==> config.mk <==
export PLATFORM = sky130hd
export DESIGN_NAME = ccs_top
export DESIGN_NICKNAME = d
export VERILOG_FILES = /design/src/common/ccs_pkg.sv /design/src/hw/ccs_top.sv /design/src/hw/ccs_loop_sync.sv
export VERILOG_INCLUDE_DIRS = /design/src /design/src/common
export SDC_FILE = /design/constraint.sdc
export NUM_CORES = 1
export LEC_CHECK = 0
export ABC_CLOCK_PERIOD_IN_PS = 5280
export CAP_MARGIN = 20
export CORE_AREA = 2 2 142 75
export CTS_BUF_LIST = sky130_fd_sc_hd__clkbuf_4 sky130_fd_sc_hd__clkbuf_8 sky130_fd_sc_hd__clkbuf_16
export DETAILED_ROUTE_END_ITERATION = 8
export DIE_AREA = 0 0 144 77
export DONT_BUFFER_PORTS = 1
export GPL_TIMING_DRIVEN = 0
export PLACE_DENSITY = 0.68
export SLEW_MARGIN = 20
export SYNTH_ARGS = -nofsm -noshare
export SYNTH_HDL_FRONTEND = slang
export SYNTH_SLANG_ARGS = --single-unit
==> constraint.sdc <==
create_clock -name I_CORE_CLK -period 5.28 [get_ports I_CORE_CLK]
set_input_delay 0.792 -clock I_CORE_CLK [delete_from_list [all_inputs] [get_ports I_CORE_CLK]]
set_output_delay 0.792 -clock I_CORE_CLK [all_outputs]
set_load 0.05 [all_outputs]
==> src/common/ccs_defines.svh <==
`ifndef CCS_DEFINES_SVH
`define CCS_DEFINES_SVH

// ------------------------------------------------------------
// register byte offsets
// ------------------------------------------------------------
`define CCS_OFF_IER      8'h00
`define CCS_OFF_IDR      8'h04
`define CCS_OFF_IMR      8'h08
`define CCS_OFF_ISR      8'h0c
`define CCS_OFF_ICR      8'h10
`define CCS_OFF_POWER_CLOCK_STATUS_REG   8'h14
`define CCS_OFF_UNLOCK   8'h18
`define CCS_OFF_OSCCTRL  8'h1c
`define CCS_OFF_PLLCTRL  8'h20
`define CCS_OFF_DFLLCONF 8'h24
`define CCS_OFF_DFLLSYNC 8'h28
`define CCS_OFF_DFLLRD   8'h2c

// ------------------------------------------------------------
// status / interrupt bit positions
// ------------------------------------------------------------
`define CCS_ST_OSCRDY    0
`define CCS_ST_DFLLRDY   1
`define CCS_ST_PLLLOCK   2
`define CCS_ST_PLLLOST   3
`define CCS_ST_W         4

// ------------------------------------------------------------
// field positions
// ------------------------------------------------------------
`define CCS_OSC_MODE     0
`define CCS_OSC_SU_LO    8
`define CCS_OSC_SU_HI    11
`define CCS_OSC_EN       16
`define CCS_OSC_WMASK    32'h0001_0f01
`define CCS_PLL_EN       0
`define CCS_PLL_OSC_LO   1
`define CCS_PLL_OSC_HI   2
`define CCS_PLL_OPT_LO   3
`define CCS_PLL_OPT_DIV2 3
`define CCS_PLL_OPT_WBW  4
`define CCS_PLL_OPT_HI   5
`define CCS_PLL_DIV_LO   8
`define CCS_PLL_DIV_HI   11
`define CCS_PLL_MUL_LO   16
`define CCS_PLL_MUL_HI   21
`define CCS_PLL_WMASK    32'h003f_0f3f
`define CCS_DFLL_W       4
`define CCS_DFLL_EN      0
`define CCS_DFLL_WMASK   4'hf
`define CCS_SYNC_BIT     0
`define CCS_KEY_LO       24
`define CCS_KEY_HI       31
`define CCS_UNLOCK_KEY   8'haa

// ------------------------------------------------------------
// reset values
// ------------------------------------------------------------
`define CCS_OSC_RST      32'h0000_0000
`define CCS_PLL_RST      32'h0000_0000
`define CCS_DFLL_RST     4'h0
// freq loop comes out of reset ready, so its edge detector must too
`define CCS_ST_RST       4'h2

`endif

==> src/common/ccs_pkg.sv <==
`default_nettype none

package ccs_pkg;

   typedef enum logic [2:0]
   {
      OSC_OFF   = 3'b001,
      OSC_START = 3'b010,
      OSC_READY = 3'b100
   } ccs_osc_state_type;

   typedef enum logic [1:0]
   {
      HS_IDLE = 2'b01,
      HS_BUSY = 2'b10
   } ccs_hs_state_type;

endpackage : ccs_pkg

`default_nettype wire

==> src/hw/ccs_top.sv <==
// The register offsets and register access over APB were chosen for this implementation.
`include "ccs_defines.svh"
`timescale 1ns/1ps
`default_nettype none

module ccs_top
(
   input  wire logic        I_CORE_CLK,
   input  wire logic        I_RST,
   input  wire logic        I_PSEL,
   input  wire logic        I_PENABLE,
   input  wire logic        I_PWRITE,
   input  wire logic [7:0]  I_PADDR,
   input  wire logic [31:0] I_PWDATA,
   output logic      [31:0] O_PRDATA,
   output logic             O_PREADY,
   output logic             O_PSLVERR,
   input  wire logic        I_OSC_SLEEP_STOP,
   input  wire logic        I_PLL_LOCK,
   input  wire logic        I_DFLL_ACK_TGL,
   input  wire logic [3:0]  I_DFLL_RDATA,
   output logic             O_IRQ,
   output logic             O_XIN_CTRL,
   output logic             O_CRYSTAL_OUT_PIN_CTRL,
   output logic             O_OSC_RUN,
   output logic             O_OSC_MODE,
   output logic             O_OSC_CLK_GATE,
   output logic             O_PLL_EN,
   output logic [1:0]       O_PLL_REF_SEL,
   output logic [5:0]       O_PLL_MUL,
   output logic [3:0]       O_PLL_DIV,
   output logic             O_PLL_DIV2,
   output logic             O_PLL_WIDE_BW,
   output logic             O_PLL_CLK_GATE,
   output logic [3:0]       O_DFLL_CONF,
   output logic             O_DFLL_REQ_TGL
);

   function automatic logic [15:0] su_cycles(input logic [3:0] sel);
      su_cycles = 16'h0001 << sel;
   endfunction

   logic [31:0]                   osc_q;
   logic [31:0]                   pll_q;
   logic [3:0]                    dfll_q;
   logic [`CCS_ST_W-1:0]          imr_q;
   logic [`CCS_ST_W-1:0]          isr_q;
   logic [`CCS_ST_W-1:0]          stat_prev_q;
   logic [`CCS_ST_W-1:0]          stat;
   logic                          unlock_q;
   logic [7:0]                    unlock_addr_q;
   ccs_pkg::ccs_osc_state_type    osc_st_q;
   logic [15:0]                   osc_cnt_q;
   logic                          lock_meta_q;
   logic                          lock_q;
   logic                          lock_prev_q;
   logic                          lost_q;
   logic                          dfll_rdy;
   logic [3:0]                    dfll_rd;
   logic                          wr;
   logic                          wr_pll;
   logic                          wr_dfll;
   logic                          sync_go;
   logic                          osc_want;
   logic [31:0]                   rd_d;
   logic                          err_d;

   // ------------------------------------------------------------
   // APB slave
   // ------------------------------------------------------------
   // data is prepared in the setup cycle so that PRDATA leaves a flop
   assign wr      = I_PSEL & I_PENABLE & I_PWRITE & O_PREADY;
   assign wr_pll  = wr && I_PADDR == `CCS_OFF_PLLCTRL
                    && unlock_q && unlock_addr_q == `CCS_OFF_PLLCTRL;
   assign wr_dfll = wr && I_PADDR == `CCS_OFF_DFLLCONF
                    && unlock_q && unlock_addr_q == `CCS_OFF_DFLLCONF
                    && dfll_rdy;
   assign sync_go = wr_dfll
                    || (wr && I_PADDR == `CCS_OFF_DFLLSYNC && I_PWDATA[`CCS_SYNC_BIT]);

   always_comb
   begin
      rd_d  = 32'h0000_0000;
      err_d = 1'b0;
      case (I_PADDR)
         `CCS_OFF_IER, `CCS_OFF_IDR, `CCS_OFF_ICR, `CCS_OFF_UNLOCK, `CCS_OFF_DFLLSYNC:
            rd_d = 32'h0000_0000;
         `CCS_OFF_IMR:      rd_d[`CCS_ST_W-1:0] = imr_q;
         `CCS_OFF_ISR:      rd_d[`CCS_ST_W-1:0] = isr_q;
         `CCS_OFF_POWER_CLOCK_STATUS_REG:   rd_d[`CCS_ST_W-1:0] = stat;
         `CCS_OFF_OSCCTRL:  rd_d = osc_q;
         `CCS_OFF_PLLCTRL:  rd_d = pll_q;
         `CCS_OFF_DFLLCONF: rd_d[3:0] = dfll_q;
         `CCS_OFF_DFLLRD:   rd_d[3:0] = dfll_rd;
         default:           err_d = 1'b1;
      endcase
   end

   always_ff @(posedge I_CORE_CLK or posedge I_RST)
   begin
      if (I_RST)
      begin
         O_PREADY  <= 1'b0;
         O_PRDATA  <= 32'h0000_0000;
         O_PSLVERR <= 1'b0;
      end
      else
      begin
         O_PREADY  <= I_PSEL & ~I_PENABLE;
         O_PRDATA  <= (I_PSEL & ~I_PENABLE & ~I_PWRITE) ? rd_d : 32'h0000_0000;
         O_PSLVERR <= I_PSEL & ~I_PENABLE & err_d;
      end
   end

   // ------------------------------------------------------------
   // unlock
   // ------------------------------------------------------------
   // any other write closes it again, so a stray write cannot linger
   always_ff @(posedge I_CORE_CLK or posedge I_RST)
   begin
      if (I_RST)
      begin
         unlock_q      <= 1'b0;
         unlock_addr_q <= 8'h00;
      end
      else if (wr)
      begin
         if (I_PADDR == `CCS_OFF_UNLOCK && I_PWDATA[`CCS_KEY_HI:`CCS_KEY_LO] == `CCS_UNLOCK_KEY)
         begin
            unlock_q      <= 1'b1;
            unlock_addr_q <= I_PWDATA[7:0];
         end
         else
         begin
            unlock_q <= 1'b0;
         end
      end
   end

   // ------------------------------------------------------------
   // main oscillator
   // ------------------------------------------------------------
   assign osc_want = osc_q[`CCS_OSC_EN] & ~I_OSC_SLEEP_STOP;

   always_ff @(posedge I_CORE_CLK or posedge I_RST)
   begin
      if (I_RST)
      begin
         osc_q <= `CCS_OSC_RST;
      end
      else if (wr && I_PADDR == `CCS_OFF_OSCCTRL)
      begin
         osc_q <= I_PWDATA & `CCS_OSC_WMASK;
      end
   end

   always_ff @(posedge I_CORE_CLK or posedge I_RST)
   begin
      if (I_RST)
      begin
         osc_st_q  <= ccs_pkg::OSC_OFF;
         osc_cnt_q <= 16'h0000;
      end
      else
      begin
         case (osc_st_q)
            ccs_pkg::OSC_OFF:
            begin
               if (osc_want)
               begin
                  osc_cnt_q <= su_cycles(osc_q[`CCS_OSC_SU_HI:`CCS_OSC_SU_LO]);
                  osc_st_q  <= ccs_pkg::OSC_START;
               end
            end
            ccs_pkg::OSC_START:
            begin
               if (!osc_want)
               begin
                  osc_st_q <= ccs_pkg::OSC_OFF;
               end
               else if (osc_cnt_q == 16'h0001)
               begin
                  osc_cnt_q <= 16'h0000;
                  osc_st_q  <= ccs_pkg::OSC_READY;
               end
               else
               begin
                  osc_cnt_q <= osc_cnt_q - 16'h0001;
               end
            end
            ccs_pkg::OSC_READY:
            begin
               if (!osc_want)
               begin
                  osc_st_q <= ccs_pkg::OSC_OFF;
               end
            end
            default:
            begin
               osc_st_q <= ccs_pkg::OSC_OFF;
            end
         endcase
      end
   end

   always_ff @(posedge I_CORE_CLK or posedge I_RST)
   begin
      if (I_RST)
      begin
         O_XIN_CTRL     <= 1'b0;
         O_CRYSTAL_OUT_PIN_CTRL    <= 1'b0;
         O_OSC_RUN      <= 1'b0;
         O_OSC_MODE     <= 1'b0;
         O_OSC_CLK_GATE <= 1'b0;
      end
      else
      begin
         O_XIN_CTRL     <= osc_q[`CCS_OSC_EN];
         O_CRYSTAL_OUT_PIN_CTRL    <= osc_q[`CCS_OSC_EN] & osc_q[`CCS_OSC_MODE];
         O_OSC_RUN      <= osc_want;
         O_OSC_MODE     <= osc_q[`CCS_OSC_MODE];
         O_OSC_CLK_GATE <= (osc_st_q == ccs_pkg::OSC_READY) & osc_want;
      end
   end

   // ------------------------------------------------------------
   // phase locked loop
   // ------------------------------------------------------------
   // while enabled only the enable bit may change, so disabling stays possible
   always_ff @(posedge I_CORE_CLK or posedge I_RST)
   begin
      if (I_RST)
      begin
         pll_q <= `CCS_PLL_RST;
      end
      else if (wr_pll)
      begin
         if (pll_q[`CCS_PLL_EN])
         begin
            pll_q[`CCS_PLL_EN] <= pll_q[`CCS_PLL_EN] & I_PWDATA[`CCS_PLL_EN];
         end
         else
         begin
            pll_q <= I_PWDATA & `CCS_PLL_WMASK;
         end
      end
   end

   always_ff @(posedge I_CORE_CLK or posedge I_RST)
   begin
      if (I_RST)
      begin
         lock_meta_q <= 1'b0;
         lock_q      <= 1'b0;
         lock_prev_q <= 1'b0;
      end
      else
      begin
         lock_meta_q <= I_PLL_LOCK;
         lock_q      <= lock_meta_q & pll_q[`CCS_PLL_EN];
         lock_prev_q <= lock_q;
      end
   end

   // cleared by a fresh enable; a loss in the same cycle still wins
   always_ff @(posedge I_CORE_CLK or posedge I_RST)
   begin
      if (I_RST)
      begin
         lost_q <= 1'b0;
      end
      else if (lock_prev_q & ~lock_q & pll_q[`CCS_PLL_EN])
      begin
         lost_q <= 1'b1;
      end
      else if (wr_pll && !pll_q[`CCS_PLL_EN] && I_PWDATA[`CCS_PLL_EN])
      begin
         lost_q <= 1'b0;
      end
   end

   always_ff @(posedge I_CORE_CLK or posedge I_RST)
   begin
      if (I_RST)
      begin
         O_PLL_EN       <= 1'b0;
         O_PLL_REF_SEL  <= 2'h0;
         O_PLL_MUL      <= 6'h00;
         O_PLL_DIV      <= 4'h0;
         O_PLL_DIV2     <= 1'b0;
         O_PLL_WIDE_BW  <= 1'b0;
         O_PLL_CLK_GATE <= 1'b0;
      end
      else
      begin
         O_PLL_EN       <= pll_q[`CCS_PLL_EN];
         O_PLL_REF_SEL  <= pll_q[`CCS_PLL_OSC_HI:`CCS_PLL_OSC_LO];
         O_PLL_MUL      <= pll_q[`CCS_PLL_MUL_HI:`CCS_PLL_MUL_LO];
         O_PLL_DIV      <= pll_q[`CCS_PLL_DIV_HI:`CCS_PLL_DIV_LO];
         O_PLL_DIV2     <= pll_q[`CCS_PLL_OPT_DIV2];
         O_PLL_WIDE_BW  <= pll_q[`CCS_PLL_OPT_WBW];
         O_PLL_CLK_GATE <= lock_q & pll_q[`CCS_PLL_EN];
      end
   end

   // ------------------------------------------------------------
   // frequency locked loop
   // ------------------------------------------------------------
   always_ff @(posedge I_CORE_CLK or posedge I_RST)
   begin
      if (I_RST)
      begin
         dfll_q <= `CCS_DFLL_RST;
      end
      else if (wr_dfll)
      begin
         dfll_q <= I_PWDATA[3:0] & `CCS_DFLL_WMASK;
      end
   end

   assign O_DFLL_CONF = dfll_q;

   ccs_loop_sync
   #(
      .W (`CCS_DFLL_W)
   )
   u_sync
   (
      .i_clk     (I_CORE_CLK),
      .i_rst     (I_RST),
      .i_start   (sync_go),
      .i_ack_tgl (I_DFLL_ACK_TGL),
      .i_rdata   (I_DFLL_RDATA),
      .o_req_tgl (O_DFLL_REQ_TGL),
      .o_ready   (dfll_rdy),
      .o_rdata   (dfll_rd)
   );

   // ------------------------------------------------------------
   // status and interrupts
   // ------------------------------------------------------------
   assign stat = {lost_q, lock_q, dfll_rdy, osc_st_q == ccs_pkg::OSC_READY};

   always_ff @(posedge I_CORE_CLK or posedge I_RST)
   begin
      if (I_RST)
      begin
         imr_q <= '0;
      end
      else if (wr && I_PADDR == `CCS_OFF_IER)
      begin
         imr_q <= imr_q | I_PWDATA[`CCS_ST_W-1:0];
      end
      else if (wr && I_PADDR == `CCS_OFF_IDR)
      begin
         imr_q <= imr_q & ~I_PWDATA[`CCS_ST_W-1:0];
      end
   end

   // set wins over a clear in the same cycle
   always_ff @(posedge I_CORE_CLK or posedge I_RST)
   begin
      if (I_RST)
      begin
         stat_prev_q <= `CCS_ST_RST;
         isr_q       <= '0;
         O_IRQ       <= 1'b0;
      end
      else
      begin
         stat_prev_q <= stat;
         isr_q       <= (isr_q & ~((wr && I_PADDR == `CCS_OFF_ICR) ? I_PWDATA[`CCS_ST_W-1:0] : '0))
                        | (stat & ~stat_prev_q);
         O_IRQ       <= |(isr_q & imr_q);
      end
   end

   // ------------------------------------------------------------
   // checks
   // ------------------------------------------------------------
   property p_osc_pins;
      @(posedge I_CORE_CLK) disable iff (I_RST)
      wr && I_PADDR == `CCS_OFF_OSCCTRL && I_PWDATA[`CCS_OSC_EN] |-> ##2 O_XIN_CTRL;
   endproperty
   a_osc_pins : assert property (p_osc_pins) else $error("crystal pins not taken");

   property p_crystal_out_pin;
      @(posedge I_CORE_CLK) disable iff (I_RST)
      O_CRYSTAL_OUT_PIN_CTRL |-> O_XIN_CTRL;
   endproperty
   a_crystal_out_pin : assert property (p_crystal_out_pin) else $error("output pin taken without input pin");

   property p_su_load;
      @(posedge I_CORE_CLK) disable iff (I_RST)
      osc_st_q == ccs_pkg::OSC_OFF && osc_want
      |=> osc_cnt_q == su_cycles(osc_q[`CCS_OSC_SU_HI:`CCS_OSC_SU_LO]);
   endproperty
   a_su_load : assert property (p_su_load) else $error("start-up count not loaded");

   property p_gate;
      @(posedge I_CORE_CLK) disable iff (I_RST)
      osc_st_q != ccs_pkg::OSC_READY |=> !O_OSC_CLK_GATE;
   endproperty
   a_gate : assert property (p_gate) else $error("clock passed during start-up");

   property p_osc_irq;
      @(posedge I_CORE_CLK) disable iff (I_RST)
      $rose(stat[`CCS_ST_OSCRDY]) && imr_q[`CCS_ST_OSCRDY] && !(wr && I_PADDR == `CCS_OFF_IDR) |-> ##2 O_IRQ;
   endproperty
   a_osc_irq : assert property (p_osc_irq) else $error("ready interrupt missing");

   property p_ier;
      @(posedge I_CORE_CLK) disable iff (I_RST)
      wr && I_PADDR == `CCS_OFF_IER |=> (imr_q & $past(I_PWDATA[`CCS_ST_W-1:0])) == $past(I_PWDATA[`CCS_ST_W-1:0]);
   endproperty
   a_ier : assert property (p_ier) else $error("mask bit not set");

   property p_pll_gate;
      @(posedge I_CORE_CLK) disable iff (I_RST)
      !lock_q |=> !O_PLL_CLK_GATE;
   endproperty
   a_pll_gate : assert property (p_pll_gate) else $error("loop clock passed while unlocked");

   property p_pll_locked;
      @(posedge I_CORE_CLK) disable iff (I_RST)
      wr && I_PADDR == `CCS_OFF_PLLCTRL && !unlock_q |=> $stable(pll_q);
   endproperty
   a_pll_locked : assert property (p_pll_locked) else $error("protected write accepted");

   property p_pll_frozen;
      @(posedge I_CORE_CLK) disable iff (I_RST)
      pll_q[`CCS_PLL_EN] |=> pll_q[31:1] == $past(pll_q[31:1]);
   endproperty
   a_pll_frozen : assert property (p_pll_frozen) else $error("config changed while enabled");

   property p_dfll_rdy;
      @(posedge I_CORE_CLK) disable iff (I_RST)
      !dfll_rdy |=> $stable(dfll_q);
   endproperty
   a_dfll_rdy : assert property (p_dfll_rdy) else $error("write taken while not ready");

   property p_one_shot;
      @(posedge I_CORE_CLK) disable iff (I_RST)
      wr && I_PADDR != `CCS_OFF_UNLOCK |=> !unlock_q;
   endproperty
   a_one_shot : assert property (p_one_shot) else $error("unlock survived a write");

endmodule // ccs_top

`default_nettype wire

==> src/hw/ccs_loop_sync.sv <==
`timescale 1ns/1ps
`default_nettype none

module ccs_loop_sync
#(
   parameter int W = 4
)
(
   input  wire logic         i_clk,
   input  wire logic         i_rst,
   input  wire logic         i_start,
   input  wire logic         i_ack_tgl,
   input  wire logic [W-1:0] i_rdata,
   output logic              o_req_tgl,
   output logic              o_ready,
   output logic [W-1:0]      o_rdata
);

   if (W < 1)
   begin : g_bad_w
      $error("ccs_loop_sync: W must be at least 1");
   end

   ccs_pkg::ccs_hs_state_type state_q;
   logic                      ack_meta_q;
   logic                      ack_q;

   // ------------------------------------------------------------
   // ack toggle synchroniser
   // ------------------------------------------------------------
   always_ff @(posedge i_clk or posedge i_rst)
   begin
      if (i_rst)
      begin
         ack_meta_q <= 1'b0;
         ack_q      <= 1'b0;
      end
      else
      begin
         ack_meta_q <= i_ack_tgl;
         ack_q      <= ack_meta_q;
      end
   end

   // ------------------------------------------------------------
   // toggle handshake
   // ------------------------------------------------------------
   // read data is only stable in the far domain once ack has come back
   always_ff @(posedge i_clk or posedge i_rst)
   begin
      if (i_rst)
      begin
         state_q   <= ccs_pkg::HS_IDLE;
         o_req_tgl <= 1'b0;
         o_ready   <= 1'b1;
         o_rdata   <= '0;
      end
      else
      begin
         case (state_q)
            ccs_pkg::HS_IDLE:
            begin
               if (i_start)
               begin
                  o_req_tgl <= ~o_req_tgl;
                  o_ready   <= 1'b0;
                  state_q   <= ccs_pkg::HS_BUSY;
               end
            end
            ccs_pkg::HS_BUSY:
            begin
               if (ack_q == o_req_tgl)
               begin
                  o_rdata <= i_rdata;
                  o_ready <= 1'b1;
                  state_q <= ccs_pkg::HS_IDLE;
               end
            end
            default:
            begin
               state_q <= ccs_pkg::HS_IDLE;
               o_ready <= 1'b1;
            end
         endcase
      end
   end

   property p_ready_low_busy;
      @(posedge i_clk) disable iff (i_rst)
      (state_q == ccs_pkg::HS_BUSY) |-> !o_ready;
   endproperty
   a_ready_low_busy : assert property (p_ready_low_busy) else $error("ready high during transfer");

endmodule // ccs_loop_sync

`default_nettype wire

==> impl_metrics.toml, run 1 <==
[timing]
finalCriticalPeriod_ns = 2.54
timing.final.setup_violations = 0
fmax_ghz = 0.394
slew_viol_final = 0
tightest_slew_ns = 1.15
hold_viol = 0
rsz0062_at_grt = "false"
totalNegativeSetupSlack_ns = 0
timing.slew.headroom_pct = 22.8
final.setup.worst_slack_ns = 2.74
timing.final.crit_share_pct = 48.1
clock-skew-final_ns = 0.00934

[die]
fp-row-count = 26
initial_cell_density_of_the_core_pct = 52.8
dieHeight_um = 77
top_level_ports = 113
die_area_mm2 = 0.0111
die_width_um = 144
core-area_mm2 = 0.00986

[finish]
syn_to_final_growth_pct = 16.5
post_layout_nonfiller_instances = 631
post-route-cell-area_mm2 = 0.00606
design.final.nets = 530
nFillCells = 785
share_of_final_layout_standard_cells_stronger_than_drive_strength_1_pct = 21.9

[synthesis]
syn-mean-instance-area_um2 = 11.8
synthesis_warnings = 0
ys.flop_type = "sky130_fd_sc_hd__dfrtp_1"
syn-instance-count = 441
most_frequent_cell_after_synthesis = "sky130_fd_sc_hd__dfrtp_1"
synth.largest_area_cell = "sky130_fd_sc_hd__dfrtp_1"
synth_seq_area_share_pct = 56.9
async_reset_ff_share_pct = 100
synthDistinctLibCells = 69
number_of_synthesized_register_bits = 118
post_synth_instance_area_mm2 = 0.00520
synthTopCellsByCount = "sky130_fd_sc_hd__dfrtp_1 (115), sky130_fd_sc_hd__nand2_1 (32), sky130_fd_sc_hd__mux2_2 (30), sky130_fd_sc_hd__nor2_1 (30)"
synth_top_area_share_pct = 55.3
synthTopCellsByArea = "sky130_fd_sc_hd__dfrtp_1 (55%), sky130_fd_sc_hd__mux2_2 (6.5%), sky130_fd_sc_hd__buf_4 (2.3%)"
synth_enable_flop_cells = 0

[placement]
placedCellCount = 597
port_buffers = 0
placed_cell_area_mm2 = 0.00546
detailed_place_hpwl_um = 9560
gp_congestion = 0.942
dp_worst_setup_slack_ns = 2.48

[pwr]
power.density_mw_per_mm2 = 351
vdd_drop_max_mv = 0.240
power.combinational.fraction_pct = 3.8
clockPowerShare_pct = 53.1
internal_power_mw = 1.64
power.share.switching_pct = 23.0
power.switching_mw = 0.489
power.leakage_nw = 2.84
seq_power_share_pct = 43.1

[detailed_routing]
detail_route.iter0.violations = 534
detail_route.wl_per_cell_um = 20.8
drt_wl_total_um = 13100
vias = 3726
avgViaCountPerCell = 5.90
drt_drc_violations_left = 0
detailedRoute.firstPassIterationCount = 5
ant_nets = 0

[clock_tree]
cts.hold.buffers_added = 0
ctsResizeCount = 0
clock_tree.htree_level_count = 4
later_pin_clock_latency_in_the_skew_report_ns = 0.41
postCtsSetupRepairBufs = 0
clock_path_buffers = 2
clock_root_cell = "sky130_fd_sc_hd__clkbuf_16"
cts_tree = "done"
cts.clk_slew.worst_paths_ns = 0.06
cts.sink_count = 118
cts-buffers-inserted = 17

[worst_setup_path]
worst_path_max_delay_cell = "sky130_fd_sc_hd__dfrtp_1"
worst_ep_required_time_ns = 5.56
timing.critical_path.from_type = "flop"
critical_path.top_delay_family = "simple AND/OR/NAND/NOR gates"
crit_path_end_kind = "flop"
crit_chain = "nand4_1 > nor3b_1 > nand3_1 > nor2_4 > buf_6 > mux2_1"
worst_ep_arrival_ns = 2.82
critPathBufInv = 1
regToRegSetupSlack_ns = 2.74
reg2reg_to = "pll_q[2]$_DFFE_PP0P_"
critical_path.max_stage_delay_ns = 0.65
critical_path_class = "reg -> reg"
reg2reg_depth = 6
worstReg2RegStart = "O_PREADY$_DFF_PP0_"
worstPathMaxFanout = 10

[job]
reported_max_cap_violation_count = 0

[min_path]
worstHoldPathType = "in -> async"

[run_status]
outcome = "finished, final reports clean"

[global_routing]
grt_first_pass_wirelength_um = 20300
global_route.usage.total_pct = 25.1
grt_start_max_net_pins = 68
globalRouteOverflowTotal = 0
grt_pass1_vias = 3389
initial_antenna_violation_count = 3
## layout by cell type, fill, tap and decap left out, types with 3 or more instances in the layout
cell type and count:
sky130_fd_sc_hd__dfrtp_1 115, sky130_fd_sc_hd__nand2_1 32, sky130_fd_sc_hd__nor2_1 30, sky130_fd_sc_hd__mux2_2 30, sky130_fd_sc_hd__clkbuf_16 17, sky130_fd_sc_hd__nor3_1 16
sky130_fd_sc_hd__o21ai_0 16, sky130_fd_sc_hd__buf_4 16, sky130_fd_sc_hd__conb_1 16, sky130_fd_sc_hd__a21oi_1 12, sky130_fd_sc_hd__and2_1 12, sky130_fd_sc_hd__a22oi_1 11
sky130_fd_sc_hd__inv_1 10, sky130_fd_sc_hd__mux2_1 10, sky130_fd_sc_hd__nand3_1 9, sky130_fd_sc_hd__clkbuf_1 7, sky130_fd_sc_hd__clkinvlp_4 7, sky130_fd_sc_hd__and3_1 5
sky130_fd_sc_hd__nor4_1 5, sky130_fd_sc_hd__or3_1 4, sky130_fd_sc_hd__a31oi_1 4, sky130_fd_sc_hd__nor3b_1 4, sky130_fd_sc_hd__nor2b_1 4, sky130_fd_sc_hd__nand2b_1 4
sky130_fd_sc_hd__a21o_1 4, sky130_fd_sc_hd__mux2i_1 4, sky130_fd_sc_hd__inv_6 4, sky130_fd_sc_hd__nand4_1 3, sky130_fd_sc_hd__buf_6 3, sky130_fd_sc_hd__nand3b_1 3
sky130_fd_sc_hd__o2bb2ai_1 3, sky130_fd_sc_hd__o22ai_1 3, sky130_fd_sc_hd__o21a_1 3, sky130_fd_sc_hd__dfstp_2 3
## routing by layer
layer,vias up,wire [um],GRT usage [%]
li1,1647,-,-
met5,-,11,0
met1,1848,6460,41.3
met2,211,4860,29.3
met4,2,128,6.47
met3,18,1680,10.2
## logic make-up after synthesis
| group | count (synthesis) | share of synthesized area (%) |
|---|---|---|
| AO/OA/AOI/OAI | 80 | 11.0 |
| XOR/XNOR | 3 | 0.505 |
| adder cells (fa/ha/maj) | 2 | 0.481 |
| buffers and inverters | 40 | 4.55 |
| flip-flops | 118 | 56.9 |
| multiplexers | 44 | 9.43 |
| other | 1 | 0.0721 |
| AND/OR/NAND/NOR | 153 | 17.1 |
## state kept, by name, summed over array words and instances (netlist names), 2 cells and up, named ones only
register and flops:
O_DFLL_CONF 4, u_sync.o_rdata 4, O_PLL_MUL 6, u_sync.state_q 2, O_PLL_DIV 4, osc_q 6
osc_st_q 3, O_PRDATA 16, isr_q 4, pll_q 16, osc_cnt_q 16, unlock_addr_q 8
O_PLL_REF_SEL 2, stat_prev_q 4
## power by group through the flow
| stage | Clock, mW | Combinational, mW | Sequential (mW) |
|---|---|---|---|
| after floorplan | 0 | 0.0685 | 0.931 |
| after global placement | 0 | 0.0779 | 0.932 |
| after global routing | 1.20 | 0.0897 | 0.916 |
| final | 1.13 | 0.0819 | 0.916 |
| after detailed placement | 0 | 0.0819 | 0.932 |
| after CTS | 1.14 | 0.0820 | 0.916 |
## worst max-delay path by stage
stage                       startpoint                          endpoint  slack [ns]  depth (start not counted)
global route        O_PREADY$_DFF_PP0_              pll_q[9]$_DFFE_PP0P_        2.70                          6
detailed placement          I_PADDR[3]              pll_q[2]$_DFFE_PP0P_        2.48                          7
global placement                 I_RST            u_sync.ack_q$_DFF_PP0_        0.27                          1
CTS                 O_PREADY$_DFF_PP0_              pll_q[2]$_DFFE_PP0P_        2.78                          6
finish              O_PREADY$_DFF_PP0_              pll_q[2]$_DFFE_PP0P_        2.74                          6
floorplan                        I_RST  O_CRYSTAL_OUT_PIN_CTRL$_DFF_PP0_        1.36                          1
## worst reg2reg max path, delay by kind of cell, from the launching register on
kind	cells	cell delay (ns)
and+or+nand+nor	4	1.20
muxes	1	0.34
buffers and inverters	1	0.22
DFF	1	0.65
## layout make-up
cell class | count | area [um2] | share of cell area, %
flip-flops and latches | 118 | 2960 | 48.8
multi-input cells | 298 | 2060 | 34.1
clock buffers | 18 | 439 | 7.25
plain buffers | 29 | 195 | 3.22
well taps | 140 | 175 | 2.89
clock inverters | 14 | 149 | 2.46
inverters | 11 | 46.3 | 0.764
repair buffers | 1 | 27.5 | 0.454
diodes | 2 | 5.00 | 0.0826
## metrics by stage
| step | total power, mW | hold slack (ns) | util, % |
|---|---|---|---|
| 2_1_floorplan | 1.00 | 0.331 | - |
| 3_3_place_gp | 1.01 | 0.337 | 55.1 |
| 3_5_place_dp | 1.01 | 0.340 | 55.4 |
| 4_1_cts | 2.14 | 0.292 | 61.4 |
| 5_1_grt | 2.20 | 0.305 | 61.4 |
| 6_report | 2.13 | 0.273 | 61.4 |
Note: power is estimated with default switching activity, not from simulation.
==> run 2, diff against run 1 <==
ABC_CLOCK_PERIOD_IN_PS = 2200   (was 5280)
PLACE_DENSITY = 0.71   (was 0.68)
clock period = 2.2 ns   (was 5.28 ns; I/O delays follow)
==> run 2 against run 1 <==
Compared with the run above: clock power up 130%; clock skew is essentially flat; critical path depth unchanged; sequential power up 140%; worst hold slack worse by 0.26 ns; cell area is 1.7% higher; worst setup slack lost 2.7 ns; final cell count grew 0.79%; global-route usage increased by 0.57 points; total power is 140% higher; critical endpoint is now osc_cnt_q[14]$_DFFE_PP0P_; highest routed layer is now met4.
==> impl_metrics.toml, run 2 (synthesized netlist as in run 1, its figures left out) <==
[clock_tree]
cts_tree = "done"
clock_tree.htree_level_count = 4
clock_path_buffers = 2
cts.sink_count = 118
clock_root_cell = "sky130_fd_sc_hd__clkbuf_16"
cts.clk_slew.worst_paths_ns = 0.06
cts-buffers-inserted = 17
later_pin_clock_latency_in_the_skew_report_ns = 0.41

[placement]
placed_cell_area_mm2 = 0.00550
port_buffers = 0
detailed_place_hpwl_um = 9640
placedCellCount = 599
gp_congestion = 0.954
dp_worst_setup_slack_ns = -0.351

[pwr]
internal_power_mw = 3.83
power.switching_mw = 1.20
clockPowerShare_pct = 52.1
vdd_drop_max_mv = 0.711
seq_power_share_pct = 43.7
power.combinational.fraction_pct = 4.2
post-layout-total-power_mw = 5.03
power.leakage_nw = 2.89
power.density_mw_per_mm2 = 817
power.share.switching_pct = 23.8

[timing]
rsz0062_at_grt = "true"
slew_viol_final = 0
timing.slew.headroom_pct = 40.1
clock-skew-final_ns = 0.00888
fmax_ghz = 0.467
hold_viol = 0
tightest_slew_ns = 0.897
final.setup.worst_slack_ns = 0.0566
timing.final.setup_violations = 0
totalNegativeSetupSlack_ns = 0
timing.final.crit_share_pct = 97.4
finalCriticalPeriod_ns = 2.14

[global_routing]
globalRouteOverflowTotal = 0
global_route.usage.total_pct = 25.7
grt_start_max_net_pins = 38
grt_pass1_vias = 3582
initial_antenna_violation_count = 0
grt_first_pass_wirelength_um = 21000

[die]
top_level_ports = 113
dieHeight_um = 77
core-area_mm2 = 0.00986
die_width_um = 144
die_area_mm2 = 0.0111
initial_cell_density_of_the_core_pct = 52.8
fp-row-count = 26

[worst_setup_path]
worstPathMaxFanout = 10
timing.critical_path.from_type = "flop"
crit_path_end_kind = "flop"
critical_path.top_delay_family = "simple AND/OR/NAND/NOR gates"
reg2reg_depth = 6
crit_chain = "xnor2_1 > or3_1 > buf_2 > clkbuf_2 > nor4_1 > a221o_1"
worst_ep_required_time_ns = 2.54
regToRegSetupSlack_ns = 0.06
critical_path.max_stage_delay_ns = 0.58
worst_path_max_delay_cell = "sky130_fd_sc_hd__dfstp_2"
worstReg2RegStart = "osc_st_q[0]$_DFFE_PP1P_"
reg2reg_to = "osc_cnt_q[14]$_DFFE_PP0P_"
critPathBufInv = 2
worst_ep_arrival_ns = 2.49
critical_path_class = "reg -> reg"

[finish]
leading_registers_by_flop_count = "O_PRDATA (16), osc_cnt_q (16), pll_q (16)"
most_common_cell_after_layout_fill_and_taps_aside = "sky130_fd_sc_hd__dfrtp_1"
post_layout_nonfiller_instances = 636
post-route-cell-area_mm2 = 0.00616
antenna-diode-count = 0
syn_to_final_growth_pct = 18.5
final_cell_mix = "sky130_fd_sc_hd__dfrtp_1 (113), sky130_fd_sc_hd__nand2_1 (32), sky130_fd_sc_hd__nor2_1 (30), sky130_fd_sc_hd__mux2_2 (30), sky130_fd_sc_hd__buf_4 (18)"
design.final.nets = 537
share_of_final_layout_standard_cells_stronger_than_drive_strength_1_pct = 24.8
nFillCells = 744

[detailed_routing]
drt_wl_total_um = 13400
avgViaCountPerCell = 5.81
drt_drc_violations_left = 0
detailedRoute.firstPassIterationCount = 5
vias = 3692
detail_route.wl_per_cell_um = 21.1
detail_route.iter0.violations = 382
ant_nets = 0

[min_path]
worstHoldPathType = "in -> reg"
worstHoldPathCells = 1
worstHoldEndpoint = "O_PREADY$_DFF_PP0_"
min-delay-start = "I_PENABLE"

[job]
reported_max_cap_violation_count = 0

[run_status]
outcome = "finished, final reports clean"
-- run 2: how the worst max path moves through the flow --
stage                             startpoint                         to  slack (ns)  cells past startpoint
floorplan                 O_PREADY$_DFF_PP0_      pll_q[10]$_DFFE_PP0P_        0.19                      6
global placement          O_PREADY$_DFF_PP0_       pll_q[9]$_DFFE_PP0P_       -0.29                      6
detailed placement        O_PREADY$_DFF_PP0_      pll_q[16]$_DFFE_PP0P_       -0.35                      6
CTS                 osc_cnt_q[1]$_DFFE_PP0P_   osc_cnt_q[2]$_DFFE_PP0P_        0.02                      7
global route         osc_st_q[0]$_DFFE_PP1P_  osc_cnt_q[14]$_DFFE_PP0P_       -0.05                      6
finish               osc_st_q[0]$_DFFE_PP1P_  osc_cnt_q[14]$_DFFE_PP0P_        0.06                      6
-- run 2: per-layer routing --
| layer | vias up | GRT usage (%) | wire length (um) |
|---|---|---|---|
| met1 | 1814 | 40.9 | 6510 |
| met5 | - | 0 | 0 |
| met2 | 206 | 31.3 | 5220 |
| li1 | 1661 | - | - |
| met4 | 0 | 5.78 | 85 |
| met3 | 11 | 11.4 | 1600 |
-- run 2: per-stage QoR --
stage | hold WS, ns | util, %
2_1_floorplan | 0.331 | -
3_3_place_gp | 0.337 | 55.1
3_5_place_dp | 0.339 | 55.8
4_1_cts | 0.00807 | 62.1
5_1_grt | 0.0168 | 62.5
6_report | 0.0130 | 62.5
-- run 2: layout make-up --
type / count / area, um2 / share of cell area [%]
repair buffers: 8 / 113 / 1.83
flip-flops and latches: 118 / 2960 / 48.0
well taps: 140 / 175 / 2.84
inverters: 11 / 45.0 / 0.731
clock inverters: 14 / 126 / 2.05
multi-input cells: 298 / 2100 / 34.2
clock buffers: 18 / 439 / 7.13
plain buffers: 29 / 198 / 3.21
-- run 2: timing repair --
item	in CTS	in global routing
hold endpoints to repair	30	0
endpoints found under the setup margin	26	29
buffers inserted	2	0
pin swaps	2	0
hold buffers	3	0
gates resized for setup	3	11
-- run 2: worst register-to-register path, stage by stage (launching register included) --
cell	delay [ns]
sky130_fd_sc_hd__dfstp_2	0.58
sky130_fd_sc_hd__xnor2_1	0.13
sky130_fd_sc_hd__or3_1	0.33
sky130_fd_sc_hd__buf_2	0.21
sky130_fd_sc_hd__clkbuf_2	0.24
sky130_fd_sc_hd__nor4_1	0.41
sky130_fd_sc_hd__a221o_1	0.17
-- run 2: power groups by stage --
stage               Clock [mW]  Sequential (mW)  Combinational (mW)
CTS                       2.64             2.20               0.211
detailed placement           0             2.24               0.206
global route              2.76             2.20               0.232
global placement             0             2.24               0.188
floorplan                    0             2.24               0.165
finish                    2.62             2.20               0.212
==> run 3, diff against run 2 <==
HOLD_SLACK_MARGIN = 0.1   (was default)
SETUP_SLACK_MARGIN = 0.4   (was default)
==> run 3 against run 2 <==
Compared with the run above: maximum frequency up 10%; combinational power up 36%; die area did not move; critical path type unchanged; clock power is essentially flat; first-iteration DRC count is 24% higher.
==> impl_metrics.toml, run 3 (synthesized netlist as in run 1, its figures left out) <==
[clock_tree]
clock_path_buffers = 2
cts.clk_slew.worst_paths_ns = 0.06
later_pin_clock_latency_in_the_skew_report_ns = 0.42
clock_tree.htree_level_count = 4
cts-buffers-inserted = 17
cts.sink_count = 118
cts_tree = "done"
clock_root_cell = "sky130_fd_sc_hd__clkbuf_16"

[die]
dieHeight_um = 77
die_area_mm2 = 0.0111
core-area_mm2 = 0.00986
top_level_ports = 113
initial_cell_density_of_the_core_pct = 52.8
die_width_um = 144
fp-row-count = 26

[placement]
detailed_place_hpwl_um = 9710
placedCellCount = 600
gp_congestion = 0.945
port_buffers = 0
dp_worst_setup_slack_ns = -0.0980

[detailed_routing]
detailedRoute.firstPassIterationCount = 5
vias = 4300
drt_wl_total_um = 15400
drt_drc_violations_left = 0
ant_nets = 0
detail_route.wl_per_cell_um = 21.7
avgViaCountPerCell = 6.08
detail_route.iter0.violations = 472

[global_routing]
grt_start_max_net_pins = 32
globalRouteOverflowTotal = 0
grt_first_pass_wirelength_um = 22800
gr-usage-met3_pct = 10.7
initial_antenna_violation_count = 2
grt.met2_usage_pct = 35.9
global_route.usage.total_pct = 27.7
met1_usage_pct = 41.4
busiest_layer = "met1"
grt_pass1_vias = 4119

[finish]
finish.utilization_pct = 73.4
post_layout_nonfiller_instances = 707
most_common_cell_after_layout_fill_and_taps_aside = "sky130_fd_sc_hd__dfrtp_1"
leading_registers_by_flop_count = "O_PRDATA (16), osc_cnt_q (16), pll_q (16)"
syn_to_final_growth_pct = 39.1
final_cell_mix = "sky130_fd_sc_hd__dfrtp_1 (104), sky130_fd_sc_hd__buf_4 (52), sky130_fd_sc_hd__nand2_1 (29), sky130_fd_sc_hd__dlygate4sd3_1 (29)"
design.final.nets = 606
share_of_final_layout_standard_cells_stronger_than_drive_strength_1_pct = 39.8

[worst_setup_path]
worst_ep_required_time_ns = 2.50
worstPathMaxFanout = 5
crit_path_end_kind = "flop"
worst_path_max_delay_cell = "sky130_fd_sc_hd__dfrtp_2"
timing.critical_path.from_type = "flop"
worstReg2RegStart = "O_PREADY$_DFF_PP0_"
critical_path.top_delay_family = "flip-flops"
critical_path_class = "reg -> reg"
crit_chain = "nand4_1 > buf_4 > buf_4 > nor3_2 > and3_1 > buf_8 > mux2_2"
critPathBufInv = 3
critical_path.max_stage_delay_ns = 0.54
reg2reg_to = "O_DFLL_CONF[1]$_DFFE_PP0P_"
path_common_cell = "sky130_fd_sc_hd__buf_4"
worst_ep_arrival_ns = 2.25
reg2reg_depth = 7
regToRegSetupSlack_ns = 0.25

[timing]
final.setup.worst_slack_ns = 0.253
timing.final.setup_violations = 0
fmax_ghz = 0.514
clock-skew-final_ns = 0.0105
timing.final.crit_share_pct = 88.5
slew_viol_final = 0
finalCriticalPeriod_ns = 1.95
tightest_slew_ns = 0.646
timing.slew.headroom_pct = 56.7
rsz0062_at_grt = "true"
hold_viol = 0

[min_path]
worstHoldPathType = "in -> reg"
min-delay-start = "I_PWDATA[3]"
worstHoldPathCells = 2

[pwr]
vdd_drop_max_mv = 0.483
power.density_mw_per_mm2 = 703
post-layout-total-power_mw = 5.08
power.leakage_nw = 3.32

[run_status]
outcome = "finished, final reports clean"

[job]
reported_max_cap_violation_count = 0
run 3: cell types whose count changed in the layout (fill, tap and decap cells not counted), sizes merged:
cell / change
clkbuf: +2
inv: -2
dlygate4sd3: +26
clkinvlp: -1
clkinv: +2
buf: +42
diode: +2
run 3: timing repair:
item / 4_1_cts / 5_1_grt
pin swaps: 17 / 23
gates resized for setup: 48 / 60
hold buffers: 28 / 1
gates cloned: 0 / 3
endpoints found under the hold margin: 71 / 1
setup buffers: 23 / 18
setup endpoints to repair: 48 / 50
run 3: worst max path at each step:
stage / startpoint / endpoint / depth (start not counted)
floorplan: I_RST / O_PREADY$_DFF_PP0_ / 1
global placement: I_RST / O_PREADY$_DFF_PP0_ / 1
detailed placement: I_PADDR[5] / unlock_addr_q[0]$_DFFE_PP0P_ / 4
CTS: O_PREADY$_DFF_PP0_ / pll_q[19]$_DFFE_PP0P_ / 6
global route: O_PREADY$_DFF_PP0_ / pll_q[21]$_DFFE_PP0P_ / 6
finish: O_PREADY$_DFF_PP0_ / O_DFLL_CONF[1]$_DFFE_PP0P_ / 7
run 3: cell type report:
class / count / area (um2)
sequential: 118 / 2970
multi-input combinational: 298 / 2460
clock buffer: 19 / 440
buffer: 29 / 248
clock inverter: 13 / 108
fill: 660 / 2630
timing repair buffer: 77 / 783
inverter: 11 / 45.0
tap: 140 / 175
antenna: 2 / 5.00
run 3: where the power goes:
part | leakage, nW | internal, mW | switching, mW
registers | 1.56 | 2.18 | 0.0203
clock network | 0.266 | 1.56 | 1.03
logic | 1.49 | 0.113 | 0.175
total | 3.32 | 3.86 | 1.22
run 3: through the flow:
step	TNS (ns)	hold WS, ns	area [um2]
after CTS	0	0.0676	6790
after global routing	0	0.114	7230
after floorplan	0	0.331	5310
after global placement	-16.73	0.338	5480
final	0	0.124	7230
after detailed placement	-0.764	0.266	5580
run 3: metal layers:
| metal | wire length [um] | share of wire [%] |
|---|---|---|
| met5 | 0 | 0 |
| met4 | 313 | 2.0 |
| met3 | 1960 | 13 |
| met2 | 6450 | 42 |
| met1 | 6650 | 43 |
run 3: worst reg2reg max path, stage by stage, from the launching register on:
cell and delay (ns):
sky130_fd_sc_hd__dfrtp_2 0.54, sky130_fd_sc_hd__nand4_1 0.20, sky130_fd_sc_hd__buf_4 0.18, sky130_fd_sc_hd__buf_4 0.15
sky130_fd_sc_hd__nor3_2 0.09, sky130_fd_sc_hd__and3_1 0.21, sky130_fd_sc_hd__buf_8 0.14, sky130_fd_sc_hd__mux2_2 0.34
